===== config.mk =====
export PLATFORM = sky130hd
export DESIGN_NAME = psol_top
export DESIGN_NICKNAME = d
export VERILOG_FILES = /design/src/inc/psol_pkg.sv /design/src/verilog/psol_delay.sv /design/src/verilog/psol_top.sv
export VERILOG_INCLUDE_DIRS = /design/src /design/src/inc
export SDC_FILE = /design/constraint.sdc
export NUM_CORES = 2
export LEC_CHECK = 0
export ABC_AREA = 1
export BUFFER_PORTS_ARGS = -buffer_cell sky130_fd_sc_hd__buf_4
export CORE_MARGIN = 2
export CORE_UTILIZATION = 35
export DETAILED_ROUTE_END_ITERATION = 10
export SLEW_MARGIN = 30
export SYNTH_ARGS = -nofsm -noshare
export SYNTH_HDL_FRONTEND = slang
export SYNTH_HIERARCHICAL = 1
export SYNTH_SLANG_ARGS = --single-unit
export TNS_END_PERCENT = 100

===== constraint.sdc =====
create_clock -name clk -period 10.9 [get_ports clk]
set_input_delay 2.725 -clock clk [delete_from_list [all_inputs] [get_ports clk]]
set_output_delay 2.725 -clock clk [all_outputs]
set_load 0.05 [all_outputs]

===== src/inc/psol_defines.svh =====
/*
 output logic of the proximity switch: field codes, bit positions, timing counts.
 assumes a 125 MHz system clock.
*/
`ifndef PSOL_DEFINES_SVH
`define PSOL_DEFINES_SVH

`define PSOL_CLK_HZ 125000000
`define PSOL_MS_PER_S 1000
`define PSOL_TICK_CYC (`PSOL_CLK_HZ / `PSOL_MS_PER_S)
`define PSOL_DELAY_MAX_MS 60000
`define PSOL_FLASH_HZ 1
`define PSOL_FLASH_HALF_MS (`PSOL_MS_PER_S / (2 * `PSOL_FLASH_HZ))
`define PSOL_STEP_PCT 20
`define PSOL_STEP_MAX 3'h5
`define PSOL_PD_ANALOG_LO 2
`define PSOL_PD_START 5
`define PSOL_PD_TEMP 6
`define PSOL_PD_INSP 7
`define PSOL_PD_MARK_LO 8
`define PSOL_MARK_BYTES 32
`define PSOL_MARK_DEFAULT 8'h00
`define PSOL_DEF_CFG1 3'h0
`define PSOL_DEF_CFG2 3'h1
`define PSOL_DEF_STEP 3'h5

`endif


===== src/inc/psol_pkg.sv =====
/*
 types of the proximity switch output logic.
 assumes the defines header is compiled alongside.
*/
package psol_pkg;
   typedef enum logic [2:0] {
      PSOL_PNP_NO, PSOL_PNP_NC, PSOL_NPN_NO, PSOL_NPN_NC,
      PSOL_PP_NO, PSOL_PP_NC, PSOL_TEMP_IND, PSOL_INSP_ALARM
   } psol_outcfg_t;
   typedef enum logic [1:0] {
      PSOL_FN_ONE, PSOL_FN_TWO, PSOL_FN_ANALOG, PSOL_FN_SPEED
   } psol_func_t;
   typedef enum logic [1:0] {PSOL_LED_SUPPLY, PSOL_LED_OUT_ONLY, PSOL_LED_OFF} psol_led_t;
   typedef enum logic [1:0] {PSOL_UNIT_C, PSOL_UNIT_F, PSOL_UNIT_K} psol_unit_t;
endpackage


===== src/verilog/psol_delay.sv =====
/*
 delay filter: asserts after a qualifying on time, releases after an off time.
 assumes a one-cycle millisecond tick from the caller.
*/
`timescale 1ns/1ps
`default_nettype none
`include "psol_defines.svh"
module psol_delay (
   input wire logic clk,
   input wire logic nrst,
   input wire logic ms_tick,
   input wire logic raw,
   input wire logic [15:0] on_ms,
   input wire logic [15:0] off_ms,
   output logic filtered
);
   logic [15:0] count;
   logic last_raw;

   // count restarts on every change of the raw input
   always_ff @(posedge clk or negedge nrst) begin
      if (!nrst) begin
         count <= 16'h0000;
         last_raw <= 1'b0;
      end else begin
         last_raw <= raw;
         if (raw != last_raw) begin
            count <= 16'h0000;
         end else if (ms_tick && count != 16'hFFFF) begin
            count <= count + 16'h0001;
         end
      end
   end

   // short pulses never reach the output; short gaps are bridged
   always_ff @(posedge clk or negedge nrst) begin
      if (!nrst) begin
         filtered <= 1'b0;
      end else if (raw == last_raw) begin
         // the first tick after a change is partial, so one extra tick is needed
         if (raw && (on_ms == 16'h0000 || count > on_ms)) begin
            filtered <= 1'b1;
         end else if (!raw && (off_ms == 16'h0000 || count > off_ms)) begin
            filtered <= 1'b0;
         end
      end
   end
endmodule
`default_nettype wire


===== src/verilog/psol_top.sv =====
/*
 output processing of a two-output proximity switch: configuration, delays,
 alarms, marking memory, process data and led drive.
 assumes analog sensing supplies per-step detect levels and the temperature,
 and the protocol stack supplies parameter writes and reads.
*/
`timescale 1ns/1ps
`default_nettype none
`include "psol_defines.svh"
module psol_top (
   input wire logic clk,
   input wire logic nrst,
   input wire logic standard_switching_mode,
   input wire psol_pkg::psol_func_t func,
   input wire psol_pkg::psol_outcfg_t cfg_out1,
   input wire psol_pkg::psol_outcfg_t cfg_out2,
   input wire logic [2:0] step_out1,
   input wire logic [2:0] step_out2,
   input wire logic hyst_small,
   input wire logic [15:0] assert_delay_time,
   input wire logic [15:0] release_delay_time,
   input wire logic [15:0] start_delay_time,
   input wire logic [5:1] detect_std,
   input wire logic [5:1] detect_small,
   input wire logic speed_in_window,
   input wire logic speed_above_min,
   input wire logic signed [15:0] temp_c,
   input wire logic signed [15:0] temp_low,
   input wire logic signed [15:0] temp_high,
   input wire psol_pkg::psol_unit_t temp_unit,
   input wire logic [31:0] hours_limit,
   input wire logic [31:0] cycles_limit,
   input wire logic hour_pulse,
   input wire psol_pkg::psol_led_t led_mode,
   input wire logic led_temp_en,
   input wire logic mark_we,
   input wire logic [4:0] mark_addr,
   input wire logic [7:0] mark_wdata,
   input wire logic param_rd,
   input wire logic [2:0] param_sel,
   output logic [31:0] param_rdata,
   output logic param_valid,
   output logic [15:0] process_data,
   output logic update_request,
   output logic out1_high_drive,
   output logic out1_low_drive,
   output logic out2_high_drive,
   output logic out2_low_drive,
   output logic led_green,
   output logic led_yellow
);
   import psol_pkg::*;

   function automatic logic step_hit(input logic [5:1] lv, input logic [2:0] st);
      logic hit;
      hit = 1'b0;
      if (st >= 3'h1 && st <= `PSOL_STEP_MAX) begin
         hit = lv[st];
      end
      return hit;
   endfunction

   function automatic logic [1:0] drive(input psol_outcfg_t c, input logic act);
      logic [1:0] d;
      logic on;
      on = (c == PSOL_PNP_NC || c == PSOL_NPN_NC || c == PSOL_PP_NC) ? !act : act;
      case (c)
         PSOL_PNP_NO, PSOL_PNP_NC: d = {on, 1'b0};
         PSOL_NPN_NO, PSOL_NPN_NC: d = {1'b0, on};
         PSOL_PP_NO, PSOL_PP_NC: d = {on, !on};
         default: d = {act, 1'b0};
      endcase
      return d;
   endfunction

   function automatic logic signed [31:0] to_unit(input logic signed [15:0] c,
                                                  input psol_unit_t u);
      logic signed [31:0] v;
      case (u)
         PSOL_UNIT_F: v = (32'(c) * 32'sd9) / 32'sd5 + 32'sd32;
         PSOL_UNIT_K: v = 32'(c) + 32'sd273;
         default: v = 32'(c);
      endcase
      return v;
   endfunction

   logic [16:0] tick_cnt;
   logic ms_tick;
   psol_outcfg_t act_cfg1;
   psol_outcfg_t act_cfg2;
   logic last_sio;
   logic [2:0] eff_step1;
   logic [2:0] eff_step2;
   logic corrected;
   logic last_corrected;
   logic [5:0] last_steps;
   logic raw1;
   logic raw2;
   logic filt1;
   logic sw1;
   logic sw2;
   logic sw1_q;
   logic temp_alarm;
   logic [31:0] hours;
   logic [31:0] cycles;
   logic insp_alarm;
   logic [15:0] start_cnt;
   logic starting;
   logic [7:0] mark_mem [0:`PSOL_MARK_BYTES-1];
   logic [2:0] analog_code;
   logic [9:0] flash_cnt;
   logic flash;
   logic temp_role_ok;

   // one-cycle millisecond tick
   always_ff @(posedge clk or negedge nrst) begin
      if (!nrst) begin
         tick_cnt <= 17'h00000;
      end else if (tick_cnt == 17'(`PSOL_TICK_CYC - 1)) begin
         tick_cnt <= 17'h00000;
      end else begin
         tick_cnt <= tick_cnt + 17'h00001;
      end
   end
   assign ms_tick = (tick_cnt == 17'(`PSOL_TICK_CYC - 1));

   // configuration taken at reset release, every cycle of standard mode and the cycle it is left;
   // parameter retention across power loss lives in the stack's store
   always_ff @(posedge clk or negedge nrst) begin
      if (!nrst) begin
         act_cfg1 <= psol_outcfg_t'(`PSOL_DEF_CFG1);
         act_cfg2 <= psol_outcfg_t'(`PSOL_DEF_CFG2);
         last_sio <= 1'b1;
      end else begin
         last_sio <= standard_switching_mode;
         if (last_sio != standard_switching_mode || last_sio) begin
            // reset, standard mode or mode switch: new output setting applies
            act_cfg1 <= cfg_out1;
            act_cfg2 <= cfg_out2;
         end
      end
   end

   // output 2 role restrictions
   assign temp_role_ok = !standard_switching_mode && func != PSOL_FN_TWO;

   // distance steps with output 1 forced above output 2, both set to step 3 in the speed function
   always_comb begin
      eff_step2 = (step_out2 >= 3'h1 && step_out2 <= `PSOL_STEP_MAX) ? step_out2
                  : `PSOL_DEF_STEP;
      eff_step1 = (step_out1 >= 3'h1 && step_out1 <= `PSOL_STEP_MAX) ? step_out1
                  : `PSOL_DEF_STEP;
      corrected = 1'b0;
      if (func == PSOL_FN_SPEED) begin
         eff_step1 = 3'h3;
         eff_step2 = 3'h3;
      end else if (eff_step1 <= eff_step2 && eff_step2 < `PSOL_STEP_MAX) begin
         eff_step1 = eff_step2 + 3'h1;
         corrected = 1'b1;
      end else if (eff_step1 <= eff_step2) begin
         eff_step1 = `PSOL_STEP_MAX;
         eff_step2 = `PSOL_STEP_MAX - 3'h1;
         corrected = 1'b1;
      end
   end

   // one-cycle update request when a correction begins
   always_ff @(posedge clk or negedge nrst) begin
      if (!nrst) begin
         last_corrected <= 1'b0;
         last_steps <= 6'h00;
         update_request <= 1'b0;
      end else begin
         last_corrected <= corrected;
         last_steps <= {step_out1, step_out2};
         // a new request that still clashes is a fresh correction
         update_request <= corrected &&
                           (!last_corrected || {step_out1, step_out2} != last_steps);
      end
   end

   // raw detection per function; small hysteresis only for single point
   always_comb begin
      raw1 = 1'b0;
      raw2 = 1'b0;
      case (func)
         PSOL_FN_ONE: begin
            raw1 = hyst_small ? step_hit(detect_small, eff_step1)
                              : step_hit(detect_std, eff_step1);
            raw2 = raw1;
         end
         PSOL_FN_TWO, PSOL_FN_ANALOG: begin
            raw1 = step_hit(detect_std, eff_step1);
            raw2 = step_hit(detect_std, eff_step2);
         end
         PSOL_FN_SPEED: begin
            raw1 = speed_above_min;
            raw2 = speed_in_window;
         end
         default: begin
            raw1 = 1'b0;
            raw2 = 1'b0;
         end
      endcase
   end

   psol_delay u_delay (
      .clk(clk),
      .nrst(nrst),
      .ms_tick(ms_tick),
      .raw(raw1),
      .on_ms(assert_delay_time),
      .off_ms(release_delay_time),
      .filtered(filt1)
   );

   // start delay after power up, speed monitor only
   always_ff @(posedge clk or negedge nrst) begin
      if (!nrst) begin
         start_cnt <= 16'h0000;
         starting <= 1'b1;
      end else if (func != PSOL_FN_SPEED || start_cnt >= start_delay_time) begin
         starting <= 1'b0;
      end else if (ms_tick) begin
         start_cnt <= start_cnt + 16'h0001;
      end
   end

   // temperature and counter alarms
   always_ff @(posedge clk or negedge nrst) begin
      if (!nrst) begin
         temp_alarm <= 1'b0;
      end else begin
         temp_alarm <= temp_c < temp_low || temp_c > temp_high;
      end
   end

   always_ff @(posedge clk or negedge nrst) begin
      if (!nrst) begin
         hours <= 32'h00000000;
         cycles <= 32'h00000000;
         sw1_q <= 1'b0;
      end else begin
         sw1_q <= sw1;
         if (hour_pulse && hours != 32'hFFFFFFFF) begin
            hours <= hours + 32'h00000001;
         end
         if (sw1 && !sw1_q && cycles != 32'hFFFFFFFF) begin
            cycles <= cycles + 32'h00000001;
         end
      end
   end
   assign insp_alarm = hours > hours_limit || cycles > cycles_limit;

   // switched state of each output before polarity
   always_comb begin
      sw1 = (func == PSOL_FN_ONE) ? filt1 : raw1;
      sw2 = raw2;
      if (act_cfg2 == PSOL_TEMP_IND) begin
         sw2 = temp_role_ok && temp_alarm;
      end else if (act_cfg2 == PSOL_INSP_ALARM) begin
         sw2 = !(standard_switching_mode && func == PSOL_FN_TWO) && insp_alarm;
      end
      if (starting && func == PSOL_FN_SPEED) begin
         sw1 = 1'b1;
         sw2 = 1'b1;
      end
   end

   // pin drivers from the latched configuration
   always_ff @(posedge clk or negedge nrst) begin
      if (!nrst) begin
         {out1_high_drive, out1_low_drive} <= 2'h0;
         {out2_high_drive, out2_low_drive} <= 2'h0;
      end else begin
         {out1_high_drive, out1_low_drive} <= drive(act_cfg1, sw1);
         {out2_high_drive, out2_low_drive} <= drive(act_cfg2, sw2);
      end
   end

   // marking memory; no reset so it maps to ram
   always_ff @(posedge clk) begin
      if (mark_we) begin
         mark_mem[mark_addr] <= mark_wdata;
      end
   end

   always_comb begin
      analog_code = 3'h0;
      casez ({step_hit(detect_std, 3'h1), step_hit(detect_std, 3'h2),
             step_hit(detect_std, 3'h3), step_hit(detect_std, 3'h4),
             step_hit(detect_std, 3'h5)})
         5'b1????: analog_code = 3'h5;
         5'b01???: analog_code = 3'h4;
         5'b001??: analog_code = 3'h3;
         5'b0001?: analog_code = 3'h2;
         5'b00001: analog_code = 3'h1;
         default: analog_code = 3'h0;
      endcase
   end

   // process data; reporting extras vanish in standard mode
   always_ff @(posedge clk or negedge nrst) begin
      if (!nrst) begin
         process_data <= 16'h0000;
      end else begin
         process_data <= 16'h0000;
         process_data[0] <= sw1;
         process_data[1] <= sw2;
         process_data[`PSOL_PD_START] <= starting && func == PSOL_FN_SPEED;
         process_data[`PSOL_PD_INSP] <= insp_alarm;
         if (!standard_switching_mode) begin
            process_data[`PSOL_PD_TEMP] <= temp_alarm;
            process_data[`PSOL_PD_MARK_LO +: 8] <= mark_mem[0];
            if (func == PSOL_FN_ANALOG) begin
               process_data[`PSOL_PD_ANALOG_LO +: 3] <= analog_code;
            end
         end
      end
   end

   // acyclic reads: 0 temp, 1 low, 2 high, 3 hours, 4 cycles, 5 hours limit, 6 cycles limit, 7 marking
   always_ff @(posedge clk or negedge nrst) begin
      if (!nrst) begin
         param_rdata <= 32'h00000000;
         param_valid <= 1'b0;
      end else begin
         param_valid <= param_rd && !standard_switching_mode;
         case (param_sel)
            3'h0: param_rdata <= to_unit(temp_c, temp_unit);
            3'h1: param_rdata <= to_unit(temp_low, temp_unit);
            3'h2: param_rdata <= to_unit(temp_high, temp_unit);
            3'h3: param_rdata <= hours;
            3'h4: param_rdata <= cycles;
            3'h5: param_rdata <= hours_limit;
            3'h6: param_rdata <= cycles_limit;
            default: param_rdata <= {24'h000000, mark_mem[mark_addr]};
         endcase
      end
   end

   // 1 Hz flash from the ms tick
   always_ff @(posedge clk or negedge nrst) begin
      if (!nrst) begin
         flash_cnt <= 10'h000;
         flash <= 1'b0;
      end else if (ms_tick && flash_cnt == 10'(`PSOL_FLASH_HALF_MS - 1)) begin
         flash_cnt <= 10'h000;
         flash <= !flash;
      end else if (ms_tick) begin
         flash_cnt <= flash_cnt + 10'h001;
      end
   end

   always_ff @(posedge clk or negedge nrst) begin
      if (!nrst) begin
         led_green <= 1'b0;
         led_yellow <= 1'b0;
      end else begin
         case (led_mode)
            PSOL_LED_SUPPLY: begin
               led_green <= (led_temp_en && temp_alarm) ? flash : 1'b1;
               led_yellow <= sw1;
            end
            PSOL_LED_OUT_ONLY: begin
               led_green <= 1'b0;
               led_yellow <= sw1;
            end
            default: begin
               led_green <= 1'b0;
               led_yellow <= 1'b0;
            end
         endcase
      end
   end
endmodule
`default_nettype wire


-- Word level (Yosys, flattened, before mapping)
Memory sizes are Yosys's and may differ from the RTL's.
Index checks and enable logic that the tools add are counted.
- register bits: 199
- bits in writable memories: 256
- output and inout port bits: 56
- word-level logic and storage cells: 220
- memories kept: 1
- add/sub/neg operators: 13
- multipliers: 3
- divide/modulo/power cells: 3
- order comparisons: 19
- eq/ne operators: 39
- multiplexer cells: 53
- bitwise logic cells: 1
- reductions and logical operators: 61
- memory list (memory ; depth ; width ; rd ports ; clocked after memory_dff ; write ports ; line ; RTL):
    mark_mem ; 32 ; 8 ; 2 ; 0 ; 1 ; psol_top.sv:109 ; logic [7:0] mark_mem [0:`PSOL_MARK_BYTES-1];
- operators with widths (operator ; count):
    one-hot mux 32 bit (7 select lines) ; 1
    one-hot mux 32 bit (2 select lines) ; 3
    adder 32 x 7 -> 32 bit, second input constant ; 3
    divider 32 x 4 -> 32 bit, second input constant ; 3
    adder 32 x 1 -> 32 bit, second input constant ; 2
    greater-than comparator 32 bit ; 2
    != test 32 bit, second input constant ; 2
    multiplier 16 x 5 -> 21 bit, second input constant ; 3
    adder 16 x 10 -> 17 bit, second input constant ; 3
    greater-than comparator 16 bit ; 3
    adder 16 x 1 -> 16 bit, second input constant ; 2
    logical NOT 16 bit ; 2
    2-to-1 mux 16 bit ; 2
    2-to-1 mux 3 bit ; 10
    == test 3 bit, second input constant ; 9
    2-to-1 mux 1 bit ; 25
    logical AND 1 bit ; 20
    2-to-1 mux 10 bit ; 2
    == test 3 x 2 -> 1 bit, second input constant ; 6
    adder 17 x 1 -> 17 bit, second input constant ; 1
    == test 17 bit, second input constant ; 1
    2-to-1 mux 17 bit ; 1
    >= comparator 16 bit ; 1
    < comparator 16 bit ; 1
    other kinds (32) ; 84

-- Longest topological paths before layout
- word-level depth: 19
- mapped depth: 124
- gate-level depth less buffers: 124

-- Cells and area by module
Netlist, hierarchy kept.
- by module, submodules not included (module ; times used ; cells each ; area an instance (um^2)):
    psol_top ; 1 ; 4806 ; 36782.8
    psol_delay ; 1 ; 280 ; 1944.4

-- Least setup slack after synthesis
Ideal clock, no wire load.
- path type: input to register
- start point: input port temp_low[1]
- end point: register param_rdata[19]
- library setup time: 0.135 ns
- data arrival time: 12.600 ns
- data required time: 10.765 ns
- setup slack: -1.836 ns
- stages: 110
- cell sequence: ha_1 ha_1 inv_1 fa_1 inv_1 nor3_1 nand2_1 nor2_1 nand3_1 nor2_1 nand3_2 nor2_1 nand2_1 nand2_2 nand2_2 a21oi_2 nand2_2 nand3_1 (+74 left out) nor2_2 ha_1 inv_1 nor2_2 nand2_1 o31ai_1 xor2_1 inv_1 ha_1 nand3_2 nor2_2 nand2_2 nor2_2 nand2_1 nand2_1 nand2_1 nand2_1 nand4_1
- word-level cells in the longest chain between the ends: 5
- elaborated cells between the ends (all ways): 6
- those cells by class: 2 x add/sub; 1 x mul; 1 x div; 2 x mux
- RTL lines (item ; line ; RTL):
    start: declaration ; psol_top.sv:28 ; input wire logic signed [15:0] temp_low,
    multiplier 16 x 5 -> 21 bit ; psol_top.sv:80 ; PSOL_UNIT_F: v = (32'(c) * 32'sd9) / 32'sd5 + 32'sd32;
    divider 32 x 4 -> 32 bit ; psol_top.sv:80 ;
    adder 32 x 7 -> 32 bit ; psol_top.sv:80 ;
    one-hot mux 32 bit (2 select lines) * ; psol_top.sv:79 ; case (u)
    one-hot mux 32 bit (7 select lines) * ; psol_top.sv:329 ; case (param_sel)
    end signal: assignment ; psol_top.sv:330 ; 3'h0: param_rdata <= to_unit(temp_c, temp_unit);
    end signal: assignment ; psol_top.sv:331 ; 3'h1: param_rdata <= to_unit(temp_low, temp_unit);
    end signal: assignment ; psol_top.sv:332 ; 3'h2: param_rdata <= to_unit(temp_high, temp_unit);
    end: declaration ; psol_top.sv:41 ; output logic [31:0] param_rdata,
Every way passes the cells marked *; elsewhere a longest branch is shown, timed or not.
A chain may end at the register's enable or synchronous reset.

-- Final worst setup path
- start point: input port temp_high[1]
- end point: register param_rdata[17]
- word-level cells in the longest chain between the ends: 5
- elaborated cells between the ends (all ways): 6
- those cells by class: 2 x add/sub; 1 x mul; 1 x div; 2 x mux
- RTL lines (item ; line ; RTL):
    start: declaration ; psol_top.sv:29 ; input wire logic signed [15:0] temp_high,
    multiplier 16 x 5 -> 21 bit ; psol_top.sv:80 ;
    divider 32 x 4 -> 32 bit ; psol_top.sv:80 ;
    adder 32 x 7 -> 32 bit ; psol_top.sv:80 ;
    one-hot mux 32 bit (2 select lines) * ; psol_top.sv:79 ;
    one-hot mux 32 bit (7 select lines) * ; psol_top.sv:329 ;
Marked as above.

==> results by stage <==
Setup path:
- The setup path with the least slack is of type in2reg.
- The largest fanout on the critical path is 5.
- The worst setup path is captured at a register.
- STA puts the critical path data required time at approximately 11 ns.
- The kind of start point of the critical path is a primary input.
- The cell at the slowest stage of the critical path is sky130_fd_sc_hd__fa_2.
- At the worst endpoint, the arrival time is about 13 ns.
- Among the stages of the critical path, the cell type that occurs most often is sky130_fd_sc_hd__buf_4.
- For the worst flop-to-flop path, the logic depth is 21.
- The worst stage delay on the critical path is roughly 0.54 ns.

GRT:
- For this run, global-route usage on met3 was measured as 0.04342.
- The met2 usage is 0.3631.
- The first global-routing pass estimated just over 200000 µm of wire.
- The pin count of the biggest net entering global routing is around 110.
- The initial antenna violation count is 5.
- The global routing stage identified its most utilized layer as met2.
- The via count of the first global-routing pass is 36664.
- For met1 alone, demand over resource in global routing was 0.3068.
- For this run the aggregate overflow at the end of global routing stands at 0.
- The all-layer global routing usage is 0.2245.

Final layout:
- After the last flow step, the layout net total stands at about 6600.
- Of the cells placed in the final design, the portion with a size suffix greater than 1 is 0.3528.
- Compared with the post-synthesis result, the final layout area differs by 36.36%.
- The post-route core utilization is 0.4792.

Route:
- The detailed router finished its first iteration with approximately 2800 violations.
- For this run, design rule violations remaining after detail routing come to 0.
- In the routed layout, each cell is associated on average with a via count of 5.113.
- Dividing the detail-routed wire length by the instance count gives 17.46 µm.
- The total number of vias is ~40000.
- The number of search-and-repair iterations in the first detailed-routing pass is 8.
- The total wirelength of the detailed-routed design is around 130000 µm.
- The number of nets still failing antenna checks after routing is 0.

Placement:
- The HPWL after detailed placement is just over 100000 µm.
- The total of buffers placed on input and output ports is 269.
- At the end of routability-driven placement, the weighted congestion stood at around 0.96.

Floorplan:
- The total area inside the core boundary comes to approximately 110000 µm².
- The floorplan has ~120 rows.
- The effective utilization at floorplan is 0.3514.
- Measured along the y axis, the die boundary spans 336.6 µm.
- The overall die area is about 110000 µm².
- For this design the top-level I/O count stands at 270.
- The width of the die is 336.6 µm.

Clock tree:
- The clock drives roughly 450 sinks.
- The cell chosen for the clock root is sky130_fd_sc_hd__clkbuf_16.
- The clock input transition at the sequential cells of the worst setup and hold paths is approximately 0.07 ns.
- Clock latency on the worst-skew pair, taken at its later pin, is between 0.6 and 0.7 ns.
- Counting along the longest clock path gives a buffer depth of 3.
- The TritonCTS buffer count is 49.
- The TritonCTS clock tree is done.
- The clock tree synthesis step divided the H-tree into 2 levels.
- The number of hold buffers added after CTS was 0.

STA:
- Setup repair after global routing could not meet its margin everywhere.
- The highest achievable clock rate is 77.00 MHz.
- The normalized max-slew margin is 0.3524.
- The share of the cycle needed by the critical path after routing is 1.191.
- For the pin with the worst max-slew slack, the measured transition is 0.9468 ns.
- For the finished layout, the period the worst path requires is around 13 ns.
- The smallest setup slack after layout is -2.086 ns.
- The hold violation count in the final report is 0.
- Setup violations remaining at the end of the flow were counted as 32.
- Between clock sinks in the finished design, the worst skew comes to just over 0.03 ns.
- The count of pins over their slew limit is 0.

Logic synthesis:
- The synthesized design contains approximately 450 register bits.
- The largest area contributor in the netlist is sky130_fd_sc_hd__edfxtp_1.
- Yosys mapped a number of flops with a built-in enable equal to 256.
- The mean instance size in the synthesized netlist is ~7.6 µm².
- The most frequent cell after synthesis is sky130_fd_sc_hd__nand2_1.
- The post-synthesis cell type count is 82.
- Ranked by total cell area, the synthesized netlist is headed by sky130_fd_sc_hd__edfxtp_1, sky130_fd_sc_hd__dfrtp_1, sky130_fd_sc_hd__nand2_1, sky130_fd_sc_hd__ha_1, sky130_fd_sc_hd__inv_1.
- For this run, asynchronously set or reset flops after synthesis account for 0.4361.
- The netlist area before placement is 38730 µm².
- Counting instances in the post-synthesis netlist gives the leading cell types as sky130_fd_sc_hd__nand2_1, sky130_fd_sc_hd__inv_1, sky130_fd_sc_hd__nand3_1, sky130_fd_sc_hd__nor2_1, sky130_fd_sc_hd__ha_1.
- The most common flop cell mapped by yosys is sky130_fd_sc_hd__edfxtp_1.
- The portion of synthesized cell area occupied by the leading cell type is 0.1985.
- Of the synthesized area, sequential elements account for 0.3265.
- Synthesis produced between 5000 and 6000 cells.
- The post-synth net total is between 5000 and 6000.
- For this run, the number of Yosys warnings is 6.

Status:
- The run finished, with violations left.
- The final reports fail on negative setup slack.

Hold path:
- The worst hold path was traced through 2 stages.
- The tightest min-delay check is of the reg2reg type.

Flow run:
- Max-cap violations in this run came to 0.
==> kinds of logic after synthesis <==
| logic type | after synthesis | share of synthesized area |
|---|---|---|
| flops | 454 | 0.3265 |
| compound gates | 735 | 0.1181 |
| mux | 5 | 0.001454 |
| xor+xnor | 164 | 0.03748 |
| simple gates | 2571 | 0.3356 |
| buf+inv | 885 | 0.09237 |
| fa+ha+maj | 272 | 0.08846 |
==> state kept, by name, indices dropped and copies added, names as in the netlist, 3 cells and up <==
register,flops
act_cfg2,3
start_cnt,16
u_delay/count,16
mark_mem,256
last_steps,6
hours,32
tick_cnt,17
flash_cnt,10
process_data,16
act_cfg1,3
cycles,32
param_rdata,32
==> final timing paths <==
check	from	endpoint	slack, ns
max	temp_high[1]	param_rdata[17]	-2.09
min	starting	starting	0.44
min reg2reg	starting	starting	0.44
min in group asynchronous	nrst	process_data[2]	1.98
max in group asynchronous	nrst	temp_alarm	7.60
max reg2reg	cycles[0]	cycles[31]	6.53
==> per-stage QoR <==
stage | setup WS, ns | hold WS, ns | std cells | area [µm²] | setup TNS, ns
finish | -2.086 | 0.4389 | 7653 | 52810 | -60.49
global route | -2.920 | 0.4581 | 7653 | 52810 | -85.69
CTS | -1.931 | 0.4420 | 7583 | 50790 | -55.29
detailed placement | -2.929 | 0.4320 | 7380 | 47260 | -83.78
global placement | -2.851 | 0.4343 | 7380 | 47260 | -80.81
floorplan | -1.726 | 0.4238 | 5086 | 39120 | -44.70
==> per-layer routing <==
layer  up-vias  share of wire
met5         -        0.00031
li1      19205              -
met2      1119           0.46
met1     18617           0.44
met3       186          0.075
met4         6          0.025
==> cell usage in the layout (no fill, tap or decap), types with 186 or more instances in the layout <==
cell type,n
sky130_fd_sc_hd__inv_1,641
sky130_fd_sc_hd__nand2_4,186
sky130_fd_sc_hd__ha_1,246
sky130_fd_sc_hd__nor2_1,320
sky130_fd_sc_hd__buf_4,1047
sky130_fd_sc_hd__edfxtp_1,256
sky130_fd_sc_hd__a21oi_1,238
sky130_fd_sc_hd__nand2_2,274
sky130_fd_sc_hd__nand2_1,878
sky130_fd_sc_hd__nand3_1,331
sky130_fd_sc_hd__dfrtp_1,195
==> worst max-delay path, delay by kind of cell <==
kind            cells  cell delay (ns)
simple gates       49             4.81
compound gates      3             0.40
fa+ha+maj           4             1.06
xor+xnor            2             0.33
buf+inv            37             4.09
==> what timing repair did <==
item,4_1_cts,5_1_grt
setup buffers,114,67
gates resized for setup,198,333
pin swaps,175,346
gates cloned,0,0
setup endpoints to repair,32,32
==> cell type report <==
type / count / area, µm²
diodes: 2 / 5.005
clock buffers: 55 / 1259
clock inverters: 36 / 488.0
fillers: 10700 / 57400
inverters: 796 / 3108
multi-input cells: 3747 / 25200
flip-flops and latches: 454 / 12650
well taps: 1488 / 1862
repair buffers: 1075 / 8243
Power is left out: the tool's default activity adds up to more than one toggle a clock period on the data nets, which glitch-free logic cannot reach.
